## src/pkg/ucm_cfg.svh

```systemverilog
`ifndef UCM_CFG_SVH
`define UCM_CFG_SVH

////////////////////////////////////////////////////////////////////////////////
// register map, byte offsets on the plain register port
`define UCM_ADDR_W        8
`define UCM_DATA_OFF      8'h00
`define UCM_STAT_OFF      8'h18
`define UCM_CTRL_OFF      8'h30
`define UCM_TEST_OFF      8'h80

////////////////////////////////////////////////////////////////////////////////
// port control field positions
`define UCM_CR_FLOW_CS    15
`define UCM_CR_FLOW_RS    14
`define UCM_CR_AUX_B      13
`define UCM_CR_AUX_A      12
`define UCM_CR_REQ_SEND   11
`define UCM_CR_TERM_RDY   10
`define UCM_CR_RX_ENA     9
`define UCM_CR_TX_ENA     8
`define UCM_CR_LOOP       7
`define UCM_CR_IR_LP      2
`define UCM_CR_IR_ENA     1
`define UCM_CR_PORT_ENA   0
`define UCM_CR_RST        16'h0300
`define UCM_CR_RW_MASK    16'hff87

////////////////////////////////////////////////////////////////////////////////
// test control field positions
`define UCM_TCR_IR_TEST   2
`define UCM_TCR_RST       16'h0000
`define UCM_TCR_RW_MASK   16'h0004

////////////////////////////////////////////////////////////////////////////////
// status field positions
`define UCM_ST_TX_FULL    0
`define UCM_ST_TX_BUSY    1
`define UCM_ST_RX_VALID   2
`define UCM_ST_RX_BUSY    3
`define UCM_ST_FRAME_ERR  4
`define UCM_ST_CLR_SEND   8
`define UCM_ST_SET_RDY    9
`define UCM_ST_CARRIER    10
`define UCM_ST_RING       11

////////////////////////////////////////////////////////////////////////////////
// timing
`define UCM_CLK_HZ        40000000
`define UCM_BAUD_HZ       115200
`define UCM_OVS           16
`define UCM_TICK_DIV      (`UCM_CLK_HZ / (`UCM_BAUD_HZ * `UCM_OVS))
`define UCM_TICK_LAST     5'(`UCM_TICK_DIV - 1)
`define UCM_IR_PULSE      4'h3
`define UCM_MID_TICK      4'h7
`define UCM_LAST_TICK     4'hf
`define UCM_LAST_BIT      3'h7

`endif

```

## src/pkg/ucm_pkg.sv

```systemverilog
package ucm_pkg;

  // serial engine states, gray along idle-start-data-stop
  typedef enum logic [1:0] {
    UCM_IDLE  = 2'b00,
    UCM_START = 2'b01,
    UCM_DATA  = 2'b11,
    UCM_STOP  = 2'b10
  } ucm_state_t;

endpackage : ucm_pkg

```

## src/hdl/ucm_port_ctl.sv

```systemverilog
`include "ucm_cfg.svh"

// Overview of operation
// - auxiliary output b pin is the inverse of control bit 13
// - auxiliary output a pin is the inverse of control bit 12
// - request-to-send pin is the inverse of control bit 11
// - terminal-ready pin is the inverse of control bit 10
// - control bit 9 enables the receive section, zero disables it
// - receiver takes normal or infrared input as infrared enable bit 1 selects
// - receive disabled mid character still finishes that character
// - control bit 8 enables the transmit section, zero disables it
// - transmitter sends on normal or infrared output per infrared enable bit 1
// - transmit disabled mid character still finishes that whole character
// - loopback, infrared enable and infrared test set: inverted infrared output feeds input
// - loopback with infrared test clear feeds serial transmit into serial receive
// - loopback in any mode also feeds modem outputs into modem inputs
// - reset clears the loopback bit
// - transmit or receive needs its own enable and global port enable bit 0
// - infrared mode holds serial output high, ignores serial and modem inputs

module ucm_port_ctl (
  input  wire logic                    i_mclk,
  input  wire logic                    i_rst_n,
  input  wire logic [`UCM_ADDR_W-1:0]  i_addr,
  input  wire logic [15:0]             i_wdata,
  input  wire logic                    i_wr,
  input  wire logic                    i_rd,
  output logic      [15:0]             o_rdata,
  input  wire logic                    i_serial_receive_pin,
  output logic                         o_serial_transmit_pin,
  input  wire logic                    i_infrared_input,
  output logic                         o_infrared_output_n,
  input  wire logic                    i_clear_send_pin_n,
  input  wire logic                    i_set_ready_pin_n,
  input  wire logic                    i_carrier_pin_n,
  input  wire logic                    i_ring_pin_n,
  output logic                         o_request_send_pin_n,
  output logic                         o_terminal_ready_pin_n,
  output logic                         o_aux_modem_output_a_pin_n,
  output logic                         o_aux_modem_output_b_pin_n
);

  ////////////////////////////////////////////////////////////////////////////////
  // declarations
  logic [15:0]          ctrl_ff;
  logic [15:0]          test_ff;
  logic [15:0]          rdata_ff;
  logic [3:0]           mdm_n_ff;
  logic                 txd_ff;
  logic [4:0]           div_ff;
  logic                 tick;
  logic [5:0]           pin_sync;
  logic                 rxd_sync;
  logic                 ir_sync;
  logic [3:0]           mdm_in_n;
  logic                 ir_pulse;

  ucm_pkg::ucm_state_t  tx_state_ff;
  ucm_pkg::ucm_state_t  nxt_tx_state;
  logic [3:0]           tx_tick_ff;
  logic [3:0]           nxt_tx_tick;
  logic [2:0]           tx_cnt_ff;
  logic [2:0]           nxt_tx_cnt;
  logic [7:0]           tx_shift_ff;
  logic [7:0]           nxt_tx_shift;
  logic                 tx_bit_ff;
  logic                 nxt_tx_bit;
  logic [7:0]           tx_hold_ff;
  logic                 tx_full_ff;

  ucm_pkg::ucm_state_t  rx_state_ff;
  ucm_pkg::ucm_state_t  nxt_rx_state;
  logic [3:0]           rx_tick_ff;
  logic [3:0]           nxt_rx_tick;
  logic [2:0]           rx_cnt_ff;
  logic [2:0]           nxt_rx_cnt;
  logic [7:0]           rx_shift_ff;
  logic [7:0]           nxt_rx_shift;
  logic [7:0]           rx_data_ff;
  logic                 rx_valid_ff;
  logic                 frame_err_ff;
  logic                 rx_done;
  logic [3:0]           ir_hold_ff;

  ////////////////////////////////////////////////////////////////////////////////
  // address decode
  function automatic logic hit(input logic [`UCM_ADDR_W-1:0] a,
                               input logic [`UCM_ADDR_W-1:0] off);
    hit = (a == off);
  endfunction : hit

  wire wr_ctrl = i_wr & hit(i_addr, `UCM_CTRL_OFF);
  wire wr_test = i_wr & hit(i_addr, `UCM_TEST_OFF);
  wire wr_data = i_wr & hit(i_addr, `UCM_DATA_OFF);
  wire rd_data = i_rd & hit(i_addr, `UCM_DATA_OFF);

  // next control value, reserved bits forced to zero
  wire [15:0] nxt_ctrl = wr_ctrl ? (i_wdata & `UCM_CR_RW_MASK) : ctrl_ff;

  // control field views
  wire port_ena = ctrl_ff[`UCM_CR_PORT_ENA];
  wire ir_ena   = ctrl_ff[`UCM_CR_IR_ENA];
  wire loop_ena = ctrl_ff[`UCM_CR_LOOP];
  wire ir_test  = test_ff[`UCM_TCR_IR_TEST];
  wire tx_go    = port_ena & ctrl_ff[`UCM_CR_TX_ENA];
  wire rx_go    = port_ena & ctrl_ff[`UCM_CR_RX_ENA];

  ////////////////////////////////////////////////////////////////////////////////
  // control and test registers
  always_ff @(posedge i_mclk or negedge i_rst_n) begin
    if (!i_rst_n) begin
      ctrl_ff <= `UCM_CR_RST;
      test_ff <= `UCM_TCR_RST;
    end else begin
      ctrl_ff <= nxt_ctrl;
      if (wr_test) begin
        test_ff <= i_wdata & `UCM_TCR_RW_MASK;
      end
    end
  end

  ////////////////////////////////////////////////////////////////////////////////
  // modem output pins, inverse of the programmed bits
  always_ff @(posedge i_mclk or negedge i_rst_n) begin
    if (!i_rst_n) begin
      mdm_n_ff <= 4'hf;
    end else begin
      mdm_n_ff[3] <= ~nxt_ctrl[`UCM_CR_AUX_B];
      mdm_n_ff[2] <= ~nxt_ctrl[`UCM_CR_AUX_A];
      mdm_n_ff[1] <= ~nxt_ctrl[`UCM_CR_REQ_SEND];
      mdm_n_ff[0] <= ~nxt_ctrl[`UCM_CR_TERM_RDY];
    end
  end

  assign o_aux_modem_output_b_pin_n = mdm_n_ff[3];
  assign o_aux_modem_output_a_pin_n = mdm_n_ff[2];
  assign o_request_send_pin_n       = mdm_n_ff[1];
  assign o_terminal_ready_pin_n     = mdm_n_ff[0];

  ////////////////////////////////////////////////////////////////////////////////
  // pin synchronisers: rxd, infrared, clear-send, set-ready, carrier, ring
  ucm_sync2 #(
    .W    (6),
    .RST  (6'h3f)
  ) u_pin_sync (
    .i_mclk  (i_mclk),
    .i_rst_n (i_rst_n),
    .i_d     ({i_ring_pin_n, i_carrier_pin_n, i_set_ready_pin_n,
               i_clear_send_pin_n, i_serial_receive_pin, i_infrared_input}),
    .o_q     (pin_sync)
  );

  assign ir_sync  = pin_sync[0];
  assign rxd_sync = pin_sync[1];
  assign mdm_in_n = pin_sync[5:2];

  ////////////////////////////////////////////////////////////////////////////////
  // modem inputs seen by software, active high
  wire [3:0] mdm_loop = {ctrl_ff[`UCM_CR_AUX_B], ctrl_ff[`UCM_CR_AUX_A],
                         ctrl_ff[`UCM_CR_TERM_RDY], ctrl_ff[`UCM_CR_REQ_SEND]};
  wire [3:0] mdm_seen = loop_ena ? mdm_loop :
                        ir_ena   ? 4'h0     :
                        ~mdm_in_n;

  ////////////////////////////////////////////////////////////////////////////////
  // 16x oversampling tick
  assign tick = (div_ff == `UCM_TICK_LAST);

  always_ff @(posedge i_mclk or negedge i_rst_n) begin
    if (!i_rst_n) begin
      div_ff <= 5'h00;
    end else begin
      div_ff <= tick ? 5'h00 : div_ff + 5'h01;
    end
  end

  ////////////////////////////////////////////////////////////////////////////////
  // transmit engine, 8 data bits, one stop bit
  wire tx_adv = tick & (tx_tick_ff == `UCM_LAST_TICK);

  always_comb begin
    nxt_tx_state = tx_state_ff;
    nxt_tx_tick  = tx_tick_ff;
    nxt_tx_cnt   = tx_cnt_ff;
    nxt_tx_shift = tx_shift_ff;
    nxt_tx_bit   = tx_bit_ff;
    if (tick && tx_state_ff != ucm_pkg::UCM_IDLE) begin
      nxt_tx_tick = tx_tick_ff + 4'h1;
    end
    case (tx_state_ff)
      ucm_pkg::UCM_IDLE: begin
        nxt_tx_bit = 1'b1;
        if (tx_go && tx_full_ff) begin
          nxt_tx_state = ucm_pkg::UCM_START;
          nxt_tx_shift = tx_hold_ff;
          nxt_tx_tick  = 4'h0;
          nxt_tx_bit   = 1'b0;
        end
      end
      ucm_pkg::UCM_START: begin
        if (tx_adv) begin
          nxt_tx_state = ucm_pkg::UCM_DATA;
          nxt_tx_cnt   = 3'h0;
          nxt_tx_bit   = tx_shift_ff[0];
        end
      end
      ucm_pkg::UCM_DATA: begin
        // enable is not looked at here, the character always finishes
        if (tx_adv) begin
          nxt_tx_shift = {1'b0, tx_shift_ff[7:1]};
          nxt_tx_cnt   = tx_cnt_ff + 3'h1;
          nxt_tx_bit   = tx_shift_ff[1];
          if (tx_cnt_ff == `UCM_LAST_BIT) begin
            nxt_tx_state = ucm_pkg::UCM_STOP;
            nxt_tx_bit   = 1'b1;
          end
        end
      end
      ucm_pkg::UCM_STOP: begin
        if (tx_adv) begin
          nxt_tx_state = ucm_pkg::UCM_IDLE;
        end
      end
      default: begin
        nxt_tx_state = ucm_pkg::UCM_IDLE;
      end
    endcase
  end

  always_ff @(posedge i_mclk or negedge i_rst_n) begin
    if (!i_rst_n) begin
      tx_state_ff <= ucm_pkg::UCM_IDLE;
      tx_tick_ff  <= 4'h0;
      tx_cnt_ff   <= 3'h0;
      tx_shift_ff <= 8'h00;
      tx_bit_ff   <= 1'b1;
    end else begin
      tx_state_ff <= nxt_tx_state;
      tx_tick_ff  <= nxt_tx_tick;
      tx_cnt_ff   <= nxt_tx_cnt;
      tx_shift_ff <= nxt_tx_shift;
      tx_bit_ff   <= nxt_tx_bit;
    end
  end

  ////////////////////////////////////////////////////////////////////////////////
  // transmit holding register, one character
  wire tx_load = (tx_state_ff == ucm_pkg::UCM_IDLE) & tx_go & tx_full_ff;

  always_ff @(posedge i_mclk or negedge i_rst_n) begin
    if (!i_rst_n) begin
      tx_hold_ff <= 8'h00;
      tx_full_ff <= 1'b0;
    end else if (wr_data && !tx_full_ff) begin
      tx_hold_ff <= i_wdata[7:0];
      tx_full_ff <= 1'b1;
    end else if (tx_load) begin
      tx_full_ff <= 1'b0;
    end
  end

  ////////////////////////////////////////////////////////////////////////////////
  // serial output pin, marking while infrared is on
  always_ff @(posedge i_mclk or negedge i_rst_n) begin
    if (!i_rst_n) begin
      txd_ff <= 1'b1;
    end else begin
      txd_ff <= ir_ena ? 1'b1 : nxt_tx_bit;
    end
  end

  assign o_serial_transmit_pin = txd_ff;

  ////////////////////////////////////////////////////////////////////////////////
  // infrared encoder, pulse only while port and infrared are enabled
  ucm_ir_enc u_ir_enc (
    .i_mclk  (i_mclk),
    .i_rst_n (i_rst_n),
    .i_ena   (port_ena & ir_ena),
    .i_bit   (tx_bit_ff),
    .i_phase (tx_tick_ff),
    .o_pulse (ir_pulse)
  );

  assign o_infrared_output_n = ir_pulse;

  ////////////////////////////////////////////////////////////////////////////////
  // receive path selection and loopback
  wire ir_in  = (loop_ena & ir_ena & ir_test) ? ~ir_pulse : ir_sync;
  wire ser_in = (loop_ena & ~ir_test) ? tx_bit_ff : rxd_sync;

  // infrared decoder: a low pulse holds a zero bit for one bit period
  always_ff @(posedge i_mclk or negedge i_rst_n) begin
    if (!i_rst_n) begin
      ir_hold_ff <= 4'h0;
    end else if (!ir_in) begin
      ir_hold_ff <= `UCM_LAST_TICK;
    end else if (tick && ir_hold_ff != 4'h0) begin
      ir_hold_ff <= ir_hold_ff - 4'h1;
    end
  end

  wire ir_bit = (ir_hold_ff == 4'h0) & ir_in;
  wire rx_in  = ir_ena ? ir_bit : ser_in;

  ////////////////////////////////////////////////////////////////////////////////
  // receive engine
  always_comb begin
    nxt_rx_state = rx_state_ff;
    nxt_rx_tick  = rx_tick_ff;
    nxt_rx_cnt   = rx_cnt_ff;
    nxt_rx_shift = rx_shift_ff;
    rx_done      = 1'b0;
    if (tick && rx_state_ff != ucm_pkg::UCM_IDLE) begin
      nxt_rx_tick = rx_tick_ff + 4'h1;
    end
    case (rx_state_ff)
      ucm_pkg::UCM_IDLE: begin
        if (rx_go && !rx_in) begin
          nxt_rx_state = ucm_pkg::UCM_START;
          nxt_rx_tick  = 4'h0;
        end
      end
      ucm_pkg::UCM_START: begin
        if (tick && rx_tick_ff == `UCM_MID_TICK) begin
          nxt_rx_tick  = 4'h0;
          nxt_rx_cnt   = 3'h0;
          nxt_rx_state = rx_in ? ucm_pkg::UCM_IDLE : ucm_pkg::UCM_DATA;
        end
      end
      ucm_pkg::UCM_DATA: begin
        // runs to the stop bit even if reception is switched off
        if (tick && rx_tick_ff == `UCM_LAST_TICK) begin
          nxt_rx_shift = {rx_in, rx_shift_ff[7:1]};
          nxt_rx_cnt   = rx_cnt_ff + 3'h1;
          if (rx_cnt_ff == `UCM_LAST_BIT) begin
            nxt_rx_state = ucm_pkg::UCM_STOP;
          end
        end
      end
      ucm_pkg::UCM_STOP: begin
        if (tick && rx_tick_ff == `UCM_LAST_TICK) begin
          nxt_rx_state = ucm_pkg::UCM_IDLE;
          rx_done      = 1'b1;
        end
      end
      default: begin
        nxt_rx_state = ucm_pkg::UCM_IDLE;
      end
    endcase
  end

  always_ff @(posedge i_mclk or negedge i_rst_n) begin
    if (!i_rst_n) begin
      rx_state_ff <= ucm_pkg::UCM_IDLE;
      rx_tick_ff  <= 4'h0;
      rx_cnt_ff   <= 3'h0;
      rx_shift_ff <= 8'h00;
    end else begin
      rx_state_ff <= nxt_rx_state;
      rx_tick_ff  <= nxt_rx_tick;
      rx_cnt_ff   <= nxt_rx_cnt;
      rx_shift_ff <= nxt_rx_shift;
    end
  end

  ////////////////////////////////////////////////////////////////////////////////
  // received character and flags, a new character wins over a read clear
  always_ff @(posedge i_mclk or negedge i_rst_n) begin
    if (!i_rst_n) begin
      rx_data_ff   <= 8'h00;
      rx_valid_ff  <= 1'b0;
      frame_err_ff <= 1'b0;
    end else if (rx_done) begin
      rx_data_ff   <= rx_shift_ff;
      rx_valid_ff  <= 1'b1;
      frame_err_ff <= ~rx_in;
    end else if (rd_data) begin
      rx_valid_ff  <= 1'b0;
      frame_err_ff <= 1'b0;
    end
  end

  ////////////////////////////////////////////////////////////////////////////////
  // read mux, unmapped offsets read zero
  wire [15:0] stat_word = {4'h0, mdm_seen[3], mdm_seen[2], mdm_seen[1], mdm_seen[0],
                           3'h0, frame_err_ff,
                           rx_state_ff != ucm_pkg::UCM_IDLE,
                           rx_valid_ff,
                           tx_state_ff != ucm_pkg::UCM_IDLE,
                           tx_full_ff};
  wire [15:0] rd_mux = hit(i_addr, `UCM_CTRL_OFF) ? ctrl_ff :
                       hit(i_addr, `UCM_TEST_OFF) ? test_ff :
                       hit(i_addr, `UCM_STAT_OFF) ? stat_word :
                       hit(i_addr, `UCM_DATA_OFF) ? {8'h00, rx_data_ff} :
                       16'h0000;

  always_ff @(posedge i_mclk or negedge i_rst_n) begin
    if (!i_rst_n) begin
      rdata_ff <= 16'h0000;
    end else begin
      rdata_ff <= i_rd ? rd_mux : 16'h0000;
    end
  end

  assign o_rdata = rdata_ff;

endmodule : ucm_port_ctl

```

## src/hdl/ucm_sync2.sv

```systemverilog
module ucm_sync2 #(
  parameter int              W   = 1,
  parameter logic [W-1:0]    RST = '0
) (
  input  wire logic          i_mclk,
  input  wire logic          i_rst_n,
  input  wire logic [W-1:0]  i_d,
  output logic      [W-1:0]  o_q
);

  ////////////////////////////////////////////////////////////////////////////////
  // two flops per bit, first stage read only by the second
  genvar g;
  generate
    for (g = 0; g < W; g = g + 1) begin : g_bit
      logic meta_ff;
      logic sync_ff;
      always_ff @(posedge i_mclk or negedge i_rst_n) begin
        if (!i_rst_n) begin
          meta_ff <= RST[g];
          sync_ff <= RST[g];
        end else begin
          meta_ff <= i_d[g];
          sync_ff <= meta_ff;
        end
      end
      assign o_q[g] = sync_ff;
    end
  endgenerate

endmodule : ucm_sync2

```

## src/hdl/ucm_ir_enc.sv

```systemverilog
`include "ucm_cfg.svh"

module ucm_ir_enc (
  input  wire logic        i_mclk,
  input  wire logic        i_rst_n,
  input  wire logic        i_ena,
  input  wire logic        i_bit,
  input  wire logic [3:0]  i_phase,
  output logic             o_pulse
);

  logic pulse_ff;
  logic nxt_pulse;

  // a zero bit becomes a pulse over the first 3/16 of its period
  assign nxt_pulse = i_ena & ~i_bit & (i_phase < `UCM_IR_PULSE);

  ////////////////////////////////////////////////////////////////////////////////
  // registered pulse, low while disabled
  always_ff @(posedge i_mclk or negedge i_rst_n) begin
    if (!i_rst_n) begin
      pulse_ff <= 1'b0;
    end else begin
      pulse_ff <= nxt_pulse;
    end
  end

  assign o_pulse = pulse_ff;

endmodule : ucm_ir_enc

```

## config.mk

```make
export PLATFORM = sky130hd
export DESIGN_NAME = ucm_port_ctl
export DESIGN_NICKNAME = d
export VERILOG_FILES = /design/src/pkg/ucm_pkg.sv /design/src/hdl/ucm_port_ctl.sv /design/src/hdl/ucm_sync2.sv /design/src/hdl/ucm_ir_enc.sv
export VERILOG_INCLUDE_DIRS = /design/src /design/src/pkg
export SDC_FILE = /design/constraint.sdc
export NUM_CORES = 1
export LEC_CHECK = 0
export BUFFER_PORTS_ARGS = -buffer_cell sky130_fd_sc_hd__clkbuf_2
export CAP_MARGIN = 20
export CORE_MARGIN = 4
export CORE_UTILIZATION = 35
export CTS_BUF_LIST = sky130_fd_sc_hd__clkbuf_4 sky130_fd_sc_hd__clkbuf_8
export DETAILED_ROUTE_END_ITERATION = 10
export SLEW_MARGIN = 0
export SYNTH_ARGS = -nofsm -noshare
export SYNTH_HDL_FRONTEND = slang
export SYNTH_SLANG_ARGS = --single-unit
```

## constraint.sdc

```tcl
create_clock -name i_mclk -period 4 [get_ports i_mclk]
set_clock_uncertainty 0.05 [all_clocks]
set_input_delay 0.8 -clock i_mclk [delete_from_list [all_inputs] [get_ports i_mclk]]
set_output_delay 0.8 -clock i_mclk [all_outputs]
set_load 0.05 [all_outputs]
```

# After elaboration in Yosys (flattened, before gate mapping)

Cells that the tools add are included.

$add $sub $neg: 6
Magnitude comparators: 1
Eq/ne operators: 26
Multiplexer cells: 56
Bitwise operators: 25
Reductions and logical operators: 28

Operator list:

| kind                  | number |
|---|---|
| $mux W4               | 10 |
| $mux W16              | 2 |
| $mux W12              | 2 |
| $mux W8               | 3 |
| $mux W2               | 11 |
| $ne A2 B2 Y1 const B  | 10 |
| $and A1 B1 Y1         | 16 |
| $pmux W2 S4           | 2 |
| $pmux W8 S2           | 1 |
| $mux W1               | 15 |
| $mux W14              | 1 |
| $reduce_bool A2 Y1    | 7 |
| $mux W3               | 4 |
| $pmux W3 S2           | 2 |
| $reduce_and A5 Y1     | 2 |
| $reduce_and A3 Y1     | 3 |
| $add A4 B1 Y4 const B | 2 |
| $eq A2 B2 Y1 const B  | 4 |
| $eq A4 B4 Y1 const B  | 2 |
| $eq A8 B5 Y1 const B  | 1 |
| $eq A8 B6 Y1 const B  | 1 |
| $eq A8 B8 Y1 const B  | 1 |
| $logic_and A1 B1 Y1   | 8 |
| $logic_not A8 Y1      | 1 |
| 19 further kinds      | 31 |

Bits in registers: 110
Bits of input ports: 34
Logic and storage cells: 177

# Depth between registers and ports, before layout

Gate-level depths: netlist (run 1).

Word-level depth: 9
Depth in mapped cells: 7

# By module

A second synthesis (run 1) with hierarchy kept.

Cell total of the unflattened synthesis: 385
Area total of the unflattened synthesis: 4799.6 µm²

By module, submodules not included:

| module       | times used | cells each | area each (µm²) |
|---|---|---|---|
| ucm_port_ctl | 1          | 364        | 4399.2 |
| ucm_sync2    | 1          | 18         | 360.3 |
| ucm_ir_enc   | 1          | 3          | 40.0 |

# Least setup slack after synthesis (run 1)

No wires, ideal clock.

Path type: input-to-reg
Start: in i_addr[2]
End: reg tx_hold_ff[0]
Library setup time: 0.125 ns
Arrival: 2.602 ns
Data required time: 3.825 ns
Setup slack: 1.223 ns
Stages on the path: 5
Cells stage by stage: or4_4 -> buf_6 -> nor4b_4 -> nor3b_4 -> mux2_2

Cells in the longest elaborated chain, start to end: 3

RTL lines:

| what                   | RTL line            | source |
|---|---|---|
| start: declaration     | ucm_port_ctl.sv:24  | `` input wire logic [`UCM_ADDR_W-1:0] i_addr, `` |
| $logic_not A8 Y1       | ucm_port_ctl.sv:89  | `hit = (a == off);` |
| $and A1 B1 Y1          | ucm_port_ctl.sv:94  | `` wire wr_data = i_wr & hit(i_addr, `UCM_DATA_OFF); `` |
| $logic_and A1 B1 Y1    | ucm_port_ctl.sv:254 | `end else if (wr_data && !tx_full_ff) begin` |
| end signal: assignment | ucm_port_ctl.sv:255 | `tx_hold_ff <= i_wdata[7:0];` |
| end: declaration       | ucm_port_ctl.sv:68  | `logic [7:0] tx_hold_ff;` |

Every way passes these cells.
A chain may end at the register's enable or synchronous reset.

# Final worst setup path (run 1)

Start: in i_addr[2]
End: reg tx_hold_ff[2]

Same word-level chain as after synthesis.

==> results of run 1 <==
through the flow:
stage,instances,power (mW),utilization [%]
after floorplan,393,1.21,-
after global routing,629,2.04,41.0
after CTS,629,1.98,41.0
final,629,1.95,41.0
after detailed placement,613,1.27,39.4
after global placement,613,1.27,39.4
worst paths after layout:
check                                       startpoint                           to  cells past startpoint
max reg2reg                                  div_ff[0]                rx_data_ff[0]                      7
max                                          i_addr[2]                tx_hold_ff[2]                      5
min reg2reg                u_pin_sync.g_bit[2].meta_ff  u_pin_sync.g_bit[2].sync_ff                      0
min                        u_pin_sync.g_bit[2].meta_ff  u_pin_sync.g_bit[2].sync_ff                      0
max in group asynchronous                      i_rst_n  u_pin_sync.g_bit[0].meta_ff                      2
min in group asynchronous                      i_rst_n                  o_rdata[14]                      1
synth_stat cells (all sizes together), types with 2 or more instances:
master    n
dfstp    20
a311oi    3
a22oi     4
mux2     33
and2     10
a21oi    15
xnor2     7
nand4b    3
a31oi     3
nand2    28
inv      18
or2       3
nand2b    3
nor2     15
dfrtp    90
nor4b     2
nor3b     3
o2bb2ai   3
mux2i    17
and3      6
o21ai    14
or4       3
clkbuf   12
a22o      7
nand3    14
buf       5
nor3     17
ha        9
a21o      2
nor4      4
layout make-up:
type | count | area (um2)
tap | 176 | 220
timing repair buffer | 61 | 335
inverter | 18 | 67.6
clock buffer | 11 | 145
multi-input combinational | 248 | 1820
clock inverter | 5 | 65.1
fill | 1286 | 7810
sequential | 110 | 2780
placed cells by master, fill, tap and decap left out, types with 2 or more instances in the layout:
cell / count
nor2_1: 15
clkbuf_8: 10
clkinv_4: 2
nor4_1: 3
dfrtp_1: 90
ha_1: 9
dfstp_2: 20
clkbuf_2: 54
nor3b_1: 2
a311oi_1: 3
nor3_1: 16
and3_1: 5
nand2b_1: 3
a21oi_1: 15
inv_1: 18
inv_6: 2
or2_2: 3
nand2_1: 28
buf_4: 6
and2_1: 10
a22oi_1: 4
or4_1: 2
xnor2_1: 7
a21o_1: 2
nand3_1: 14
o2bb2ai_1: 3
a31oi_1: 3
o21ai_0: 14
mux2i_1: 17
nand4b_1: 3
mux2_2: 33
a22o_1: 7
power breakdown:
| part | switching, mW | internal (mW) |
|---|---|---|
| clock | 0.382 | 0.321 |
| combinational | 0.0561 | 0.0333 |
| sequential | 0.0198 | 1.14 |
| total | 0.458 | 1.49 |
sequential cells by signal, summed over array words and instances (netlist names), 2 cells and up:
signal / count
mdm_n_ff: 4
tx_cnt_ff: 3
rx_tick_ff: 4
tx_hold_ff: 8
tx_state_ff: 2
div_ff: 5
tx_shift_ff: 8
tx_tick_ff: 4
o_rdata: 16
ir_hold_ff: 4
rx_cnt_ff: 3
rx_data_ff: 8
rx_shift_ff: 8
rx_state_ff: 2
u_pin_sync.g_bit.meta_ff: 6
ctrl_ff: 12
u_pin_sync.g_bit.sync_ff: 6
per-layer routing:
metal,GRT usage (%),routed length (um)
met2,20.9,4590
met5,0,0
met4,5.03,172
met1,17.3,4550
met3,3.82,502
cell families (layout without fill, tap and decap cells):
family / count (synthesis) / count (layout) / share of synthesized area, %
flops: 110 / 110 / 58.7
xor+xnor: 8 / 8 / 1.48
buf+inv: 35 / 95 / 3.04
compound gates: 64 / 64 / 9.25
mux: 50 / 50 / 11.4
fa+ha+maj: 9 / 9 / 2.38
simple gates: 117 / 117 / 13.7
worst reg2reg max path, stage by stage (launching register included):
cell	delay, ns
dfrtp_1	0.42
inv_1	0.07
ha_1	0.17
and4b_1	0.19
buf_4	0.20
nand2_1	0.15
nor3_2	0.67
mux2_2	0.41
==> results_dict.tcl, run 1 <==
set metrics [dict create \
    synth_top_area_share_pct 47.6 \
    timing.final.max_slew_violations 0 \
    clk_pin_slew_ns 0.10 \
    place_congestion 0.752 \
    num_antenna_cells 0 \
    dp_hpwl_mm 7.14 \
    grt.overflow.total 0 \
    setup_viol 0 \
    worst-path-buf-inv 1 \
    tns_ns 0 \
    period_share_pct 66.8 \
    drt_iter0_markers 166 \
    postCtsSetupBuffers 0 \
    dieArea_um2 15500 \
    ys_seq_elements 110 \
    max-slew-margin-rel_pct 47.2 \
    status "finished clean" \
    wl_per_cell_um 15.6 \
    timing.fmax_ghz 0.374 \
    fin_area_um2 5430 \
    h-tree-depth 3 \
    cts_tree "done" \
    synth_edf_count 0 \
    critPathCaptureType "flip-flop" \
    start_util_pct 35.8 \
    leakagePower_nw 2.64 \
    worstSkewPairLatency_ns 0.38 \
    startpoint_type "input pin" \
    cts_resized 0 \
    cp_slowest_cell "or4_4" \
    postRouteAntennaNets 0 \
    cts_buffers 9 \
    synth_area_um2 4730 \
    fp.dieW_um 124 \
    synthFlopType "dfrtp_1" \
    ctsRootBufferMaster "clkbuf_8" \
    crit_chain "clkbuf_2, or4_4, nor4b_4, nor3b_4, mux2_2" \
    area_growth_pct 14.7 \
    num_io_pins 56 \
    fin_nets 491 \
    drt_pass1_iterations 4 \
    rows 42 \
    syn_nets 436 \
    min_path_type "reg -> reg" \
    worstMarginPinSlew_ns 0.787 \
    powerDensity_nw_per_um2 359 \
    worst_ir_drop_vdd_uv 228 \
    worst_slack_ns 1.33 \
    track_usage_pct 13.2 \
    rrSetupSlack_ns 1.56 \
    postSynthAreaPerCell_um2 12.0 \
    route.detailed.drc 0 \
    worstPathArrival_ns 2.89 \
    grt_pass1_wl_mm 16.8 \
    maxCapViolations 0 \
    antenna_found_initial 0 \
    wl_mm 9.82 \
    async_reset_ff_share_pct 100 \
    grt_pass1_vias 3400 \
    ys_seq_area_share_pct 58.7 \
    critical_path_class "in -> reg" \
    required_ns 4.22 \
    synth_largest_area_cell "dfrtp_1" \
    slowest_delay_ns 0.60 \
    die_h_um 124 \
    whs_ns 0.312 \
    dpl_worst_slack_ns 0.916 \
    path_max_fanout 9 \
    cts.sinks 110 \
    period_minus_slack_ns 2.67 \
    ys_top_cells_by_area "dfrtp_1, dfstp_2, mux2_2" \
    vias_per_cell 5.05 \
    place_area_um2 5220 \
    cts_hold_buffers 0 \
    cp_top_family "simple AND/OR/NAND/NOR gates" \
    grt_max_degree 57 \
    hold_viol_final 0 \
    synth_cells 393 \
    yosysWarnings 0 \
    rsz0062_at_grt "no" \
    clock_path_buffers 2 \
    num_vias 3179 \
    portBuffers 55 \
    core_um2 13200 \
    drive_above_1_share_pct 30.9 \
    ys_types 58 \
]
Note: power is estimated with default switching activity, not from simulation.
==> run 2, diff against run 1 <==
==> constraint.sdc (replaced) <==
create_clock -name i_mclk -period 2.3 [get_ports i_mclk]
set_clock_uncertainty 0.05 [all_clocks]
set_input_delay 0.46 -clock i_mclk [delete_from_list [all_inputs] [get_ports i_mclk]]
set_output_delay 0.46 -clock i_mclk [all_outputs]
set_load 0.05 [all_outputs]
==> run 2 against run 1 <==
Compared with the run above: non-clock buffer count rose by 10; cell area up 1.2%; largest power group unchanged; highest routed layer unchanged; critical path depth up 1; sequential power up 74%.
==> results_dict.tcl, run 2 (synthesized netlist as in run 1, its figures left out) <==
set metrics [dict create \
    status "finished clean" \
    leakagePower_nw 2.68 \
    grt.overflow.total 0 \
    place_congestion 0.756 \
    core_um2 13200 \
    final_util_pct 41.5 \
    vias_per_cell 5.08 \
    regArea_um2 2780 \
    final_cells 639 \
    dp_hpwl_mm 7.40 \
    cp_slowest_cell "dfrtp_1" \
    worstPathArrival_ns 2.24 \
    min_path_type "in -> async" \
    clock_path_buffers 2 \
    dpl_worst_slack_ns -0.00325 \
    cts_tree "done" \
    clk_pin_slew_ns 0.11 \
    layout_commonest_cell "dfrtp_1" \
    finalPower_mw 3.30 \
    place_inst 623 \
    area_growth_pct 16.1 \
    postCtsSetupBuffers 0 \
    final_cell_mix "dfrtp_1, clkbuf_2, mux2_2" \
    path_max_fanout 5 \
    worst_ir_drop_vdd_uv 316 \
    worstSkewPairLatency_ns 0.38 \
    drt_pass1_iterations 4 \
    fin_area_um2 5500 \
    die_h_um 124 \
    timing.fmax_ghz 0.497 \
    max-slew-margin-rel_pct 60.3 \
    cts_hold_buffers 0 \
    fin_nets 501 \
    antenna_found_initial 0 \
    num_vias 3249 \
    cts_buffers 9 \
    crit_chain "inv_1, ha_1, nor3b_1, nand4b_1, and2_1, a311oi_1" \
    cts_resized 0 \
    num_io_pins 56 \
    ctsRootBufferMaster "clkbuf_8" \
    largest_reg_flops 16 \
    grt_pass1_wl_mm 17.2 \
    powerDensity_nw_per_um2 600 \
    h-tree-depth 3 \
    track_usage_pct 13.6 \
    num_antenna_cells 0 \
    grt_max_degree 45 \
    start_util_pct 35.8 \
    rows 42 \
    portBuffers 55 \
    multi_input_area_um2 1820 \
    worstMarginPinSlew_ns 0.595 \
    wl_per_cell_um 15.7 \
    postRouteAntennaNets 0 \
    hold_viol_final 0 \
    place_area_um2 5310 \
    period_share_pct 87.4 \
    period_minus_slack_ns 2.01 \
    startpoint_type "flip-flop" \
    maxCapViolations 0 \
    critical_path_class "reg -> reg" \
    tns_ns 0 \
    slowest_delay_ns 0.39 \
    wl_mm 10.0 \
    drive_above_1_share_pct 32.4 \
    worst_slack_ns 0.289 \
    critPathCaptureType "flip-flop" \
    whs_ns 0.0132 \
    drt_iter0_markers 197 \
    route.detailed.drc 0 \
    required_ns 2.53 \
    timing.final.max_slew_violations 0 \
    cts.sinks 110 \
    fp.dieW_um 124 \
    rsz0062_at_grt "no" \
    setup_viol 0 \
    dieArea_um2 15500 \
    n_fill_cell 1316 \
    grt_pass1_vias 3398 \
]
==> run 2: worst max-delay path: cells and delay by family (launching register included) <==
family / cells / cell delay, ns
adders and majority gates: 1 / 0.20
AOI/OAI and AO/OA: 1 / 0.29
and+or+nand+nor: 3 / 0.89
DFF: 1 / 0.39
buffers and inverters: 1 / 0.09
==> run 2: area by class of cell <==
type | instances | share of cell area, %
Inverter | 18 | 1.23
Clock inverter | 7 | 1.21
Timing Repair Buffer | 71 | 7.69
Clock buffer | 9 | 2.25
Multi-Input combinational cell | 248 | 33.1
Tap cell | 176 | 4.01
Sequential cell | 110 | 50.5
==> run 2: worst paths after layout <==
| check | from | endpoint | slack, ns | depth (start not counted) |
|---|---|---|---|---|
| max | ir_hold_ff[0] | rx_tick_ff[1] | 0.29 | 6 |
| min | i_rst_n | o_rdata[15] | 0.01 | 1 |
| max reg2reg | ir_hold_ff[0] | rx_tick_ff[1] | 0.29 | 6 |
| min reg2reg | u_pin_sync.g_bit[4].meta_ff | u_pin_sync.g_bit[4].sync_ff | 0.31 | 0 |
| max in group asynchronous | i_rst_n | u_pin_sync.g_bit[0].meta_ff | 1.43 | 2 |
| min in group i_mclk | i_clear_send_pin_n | u_pin_sync.g_bit[2].meta_ff | 0.10 | 1 |
==> run 2: per-layer routing <==
layer	GRT usage, %	part of all wire (%)	up-vias
met5	0	0	-
met4	4.32	1.1	0
met3	3.56	5.1	12
met2	21.3	47	67
met1	18.4	47	1638
li1	-	-	1532
==> run 2: power breakdown <==
| part | total (mW) | switching, mW | leakage [nW] | internal (mW) |
|---|---|---|---|---|
| clock network | 1.12 | 0.701 | 0.0949 | 0.419 |
| registers | 2.02 | 0.0330 | 1.42 | 1.98 |
| logic | 0.163 | 0.101 | 1.16 | 0.0620 |
| total | 3.30 | 0.835 | 2.68 | 2.46 |
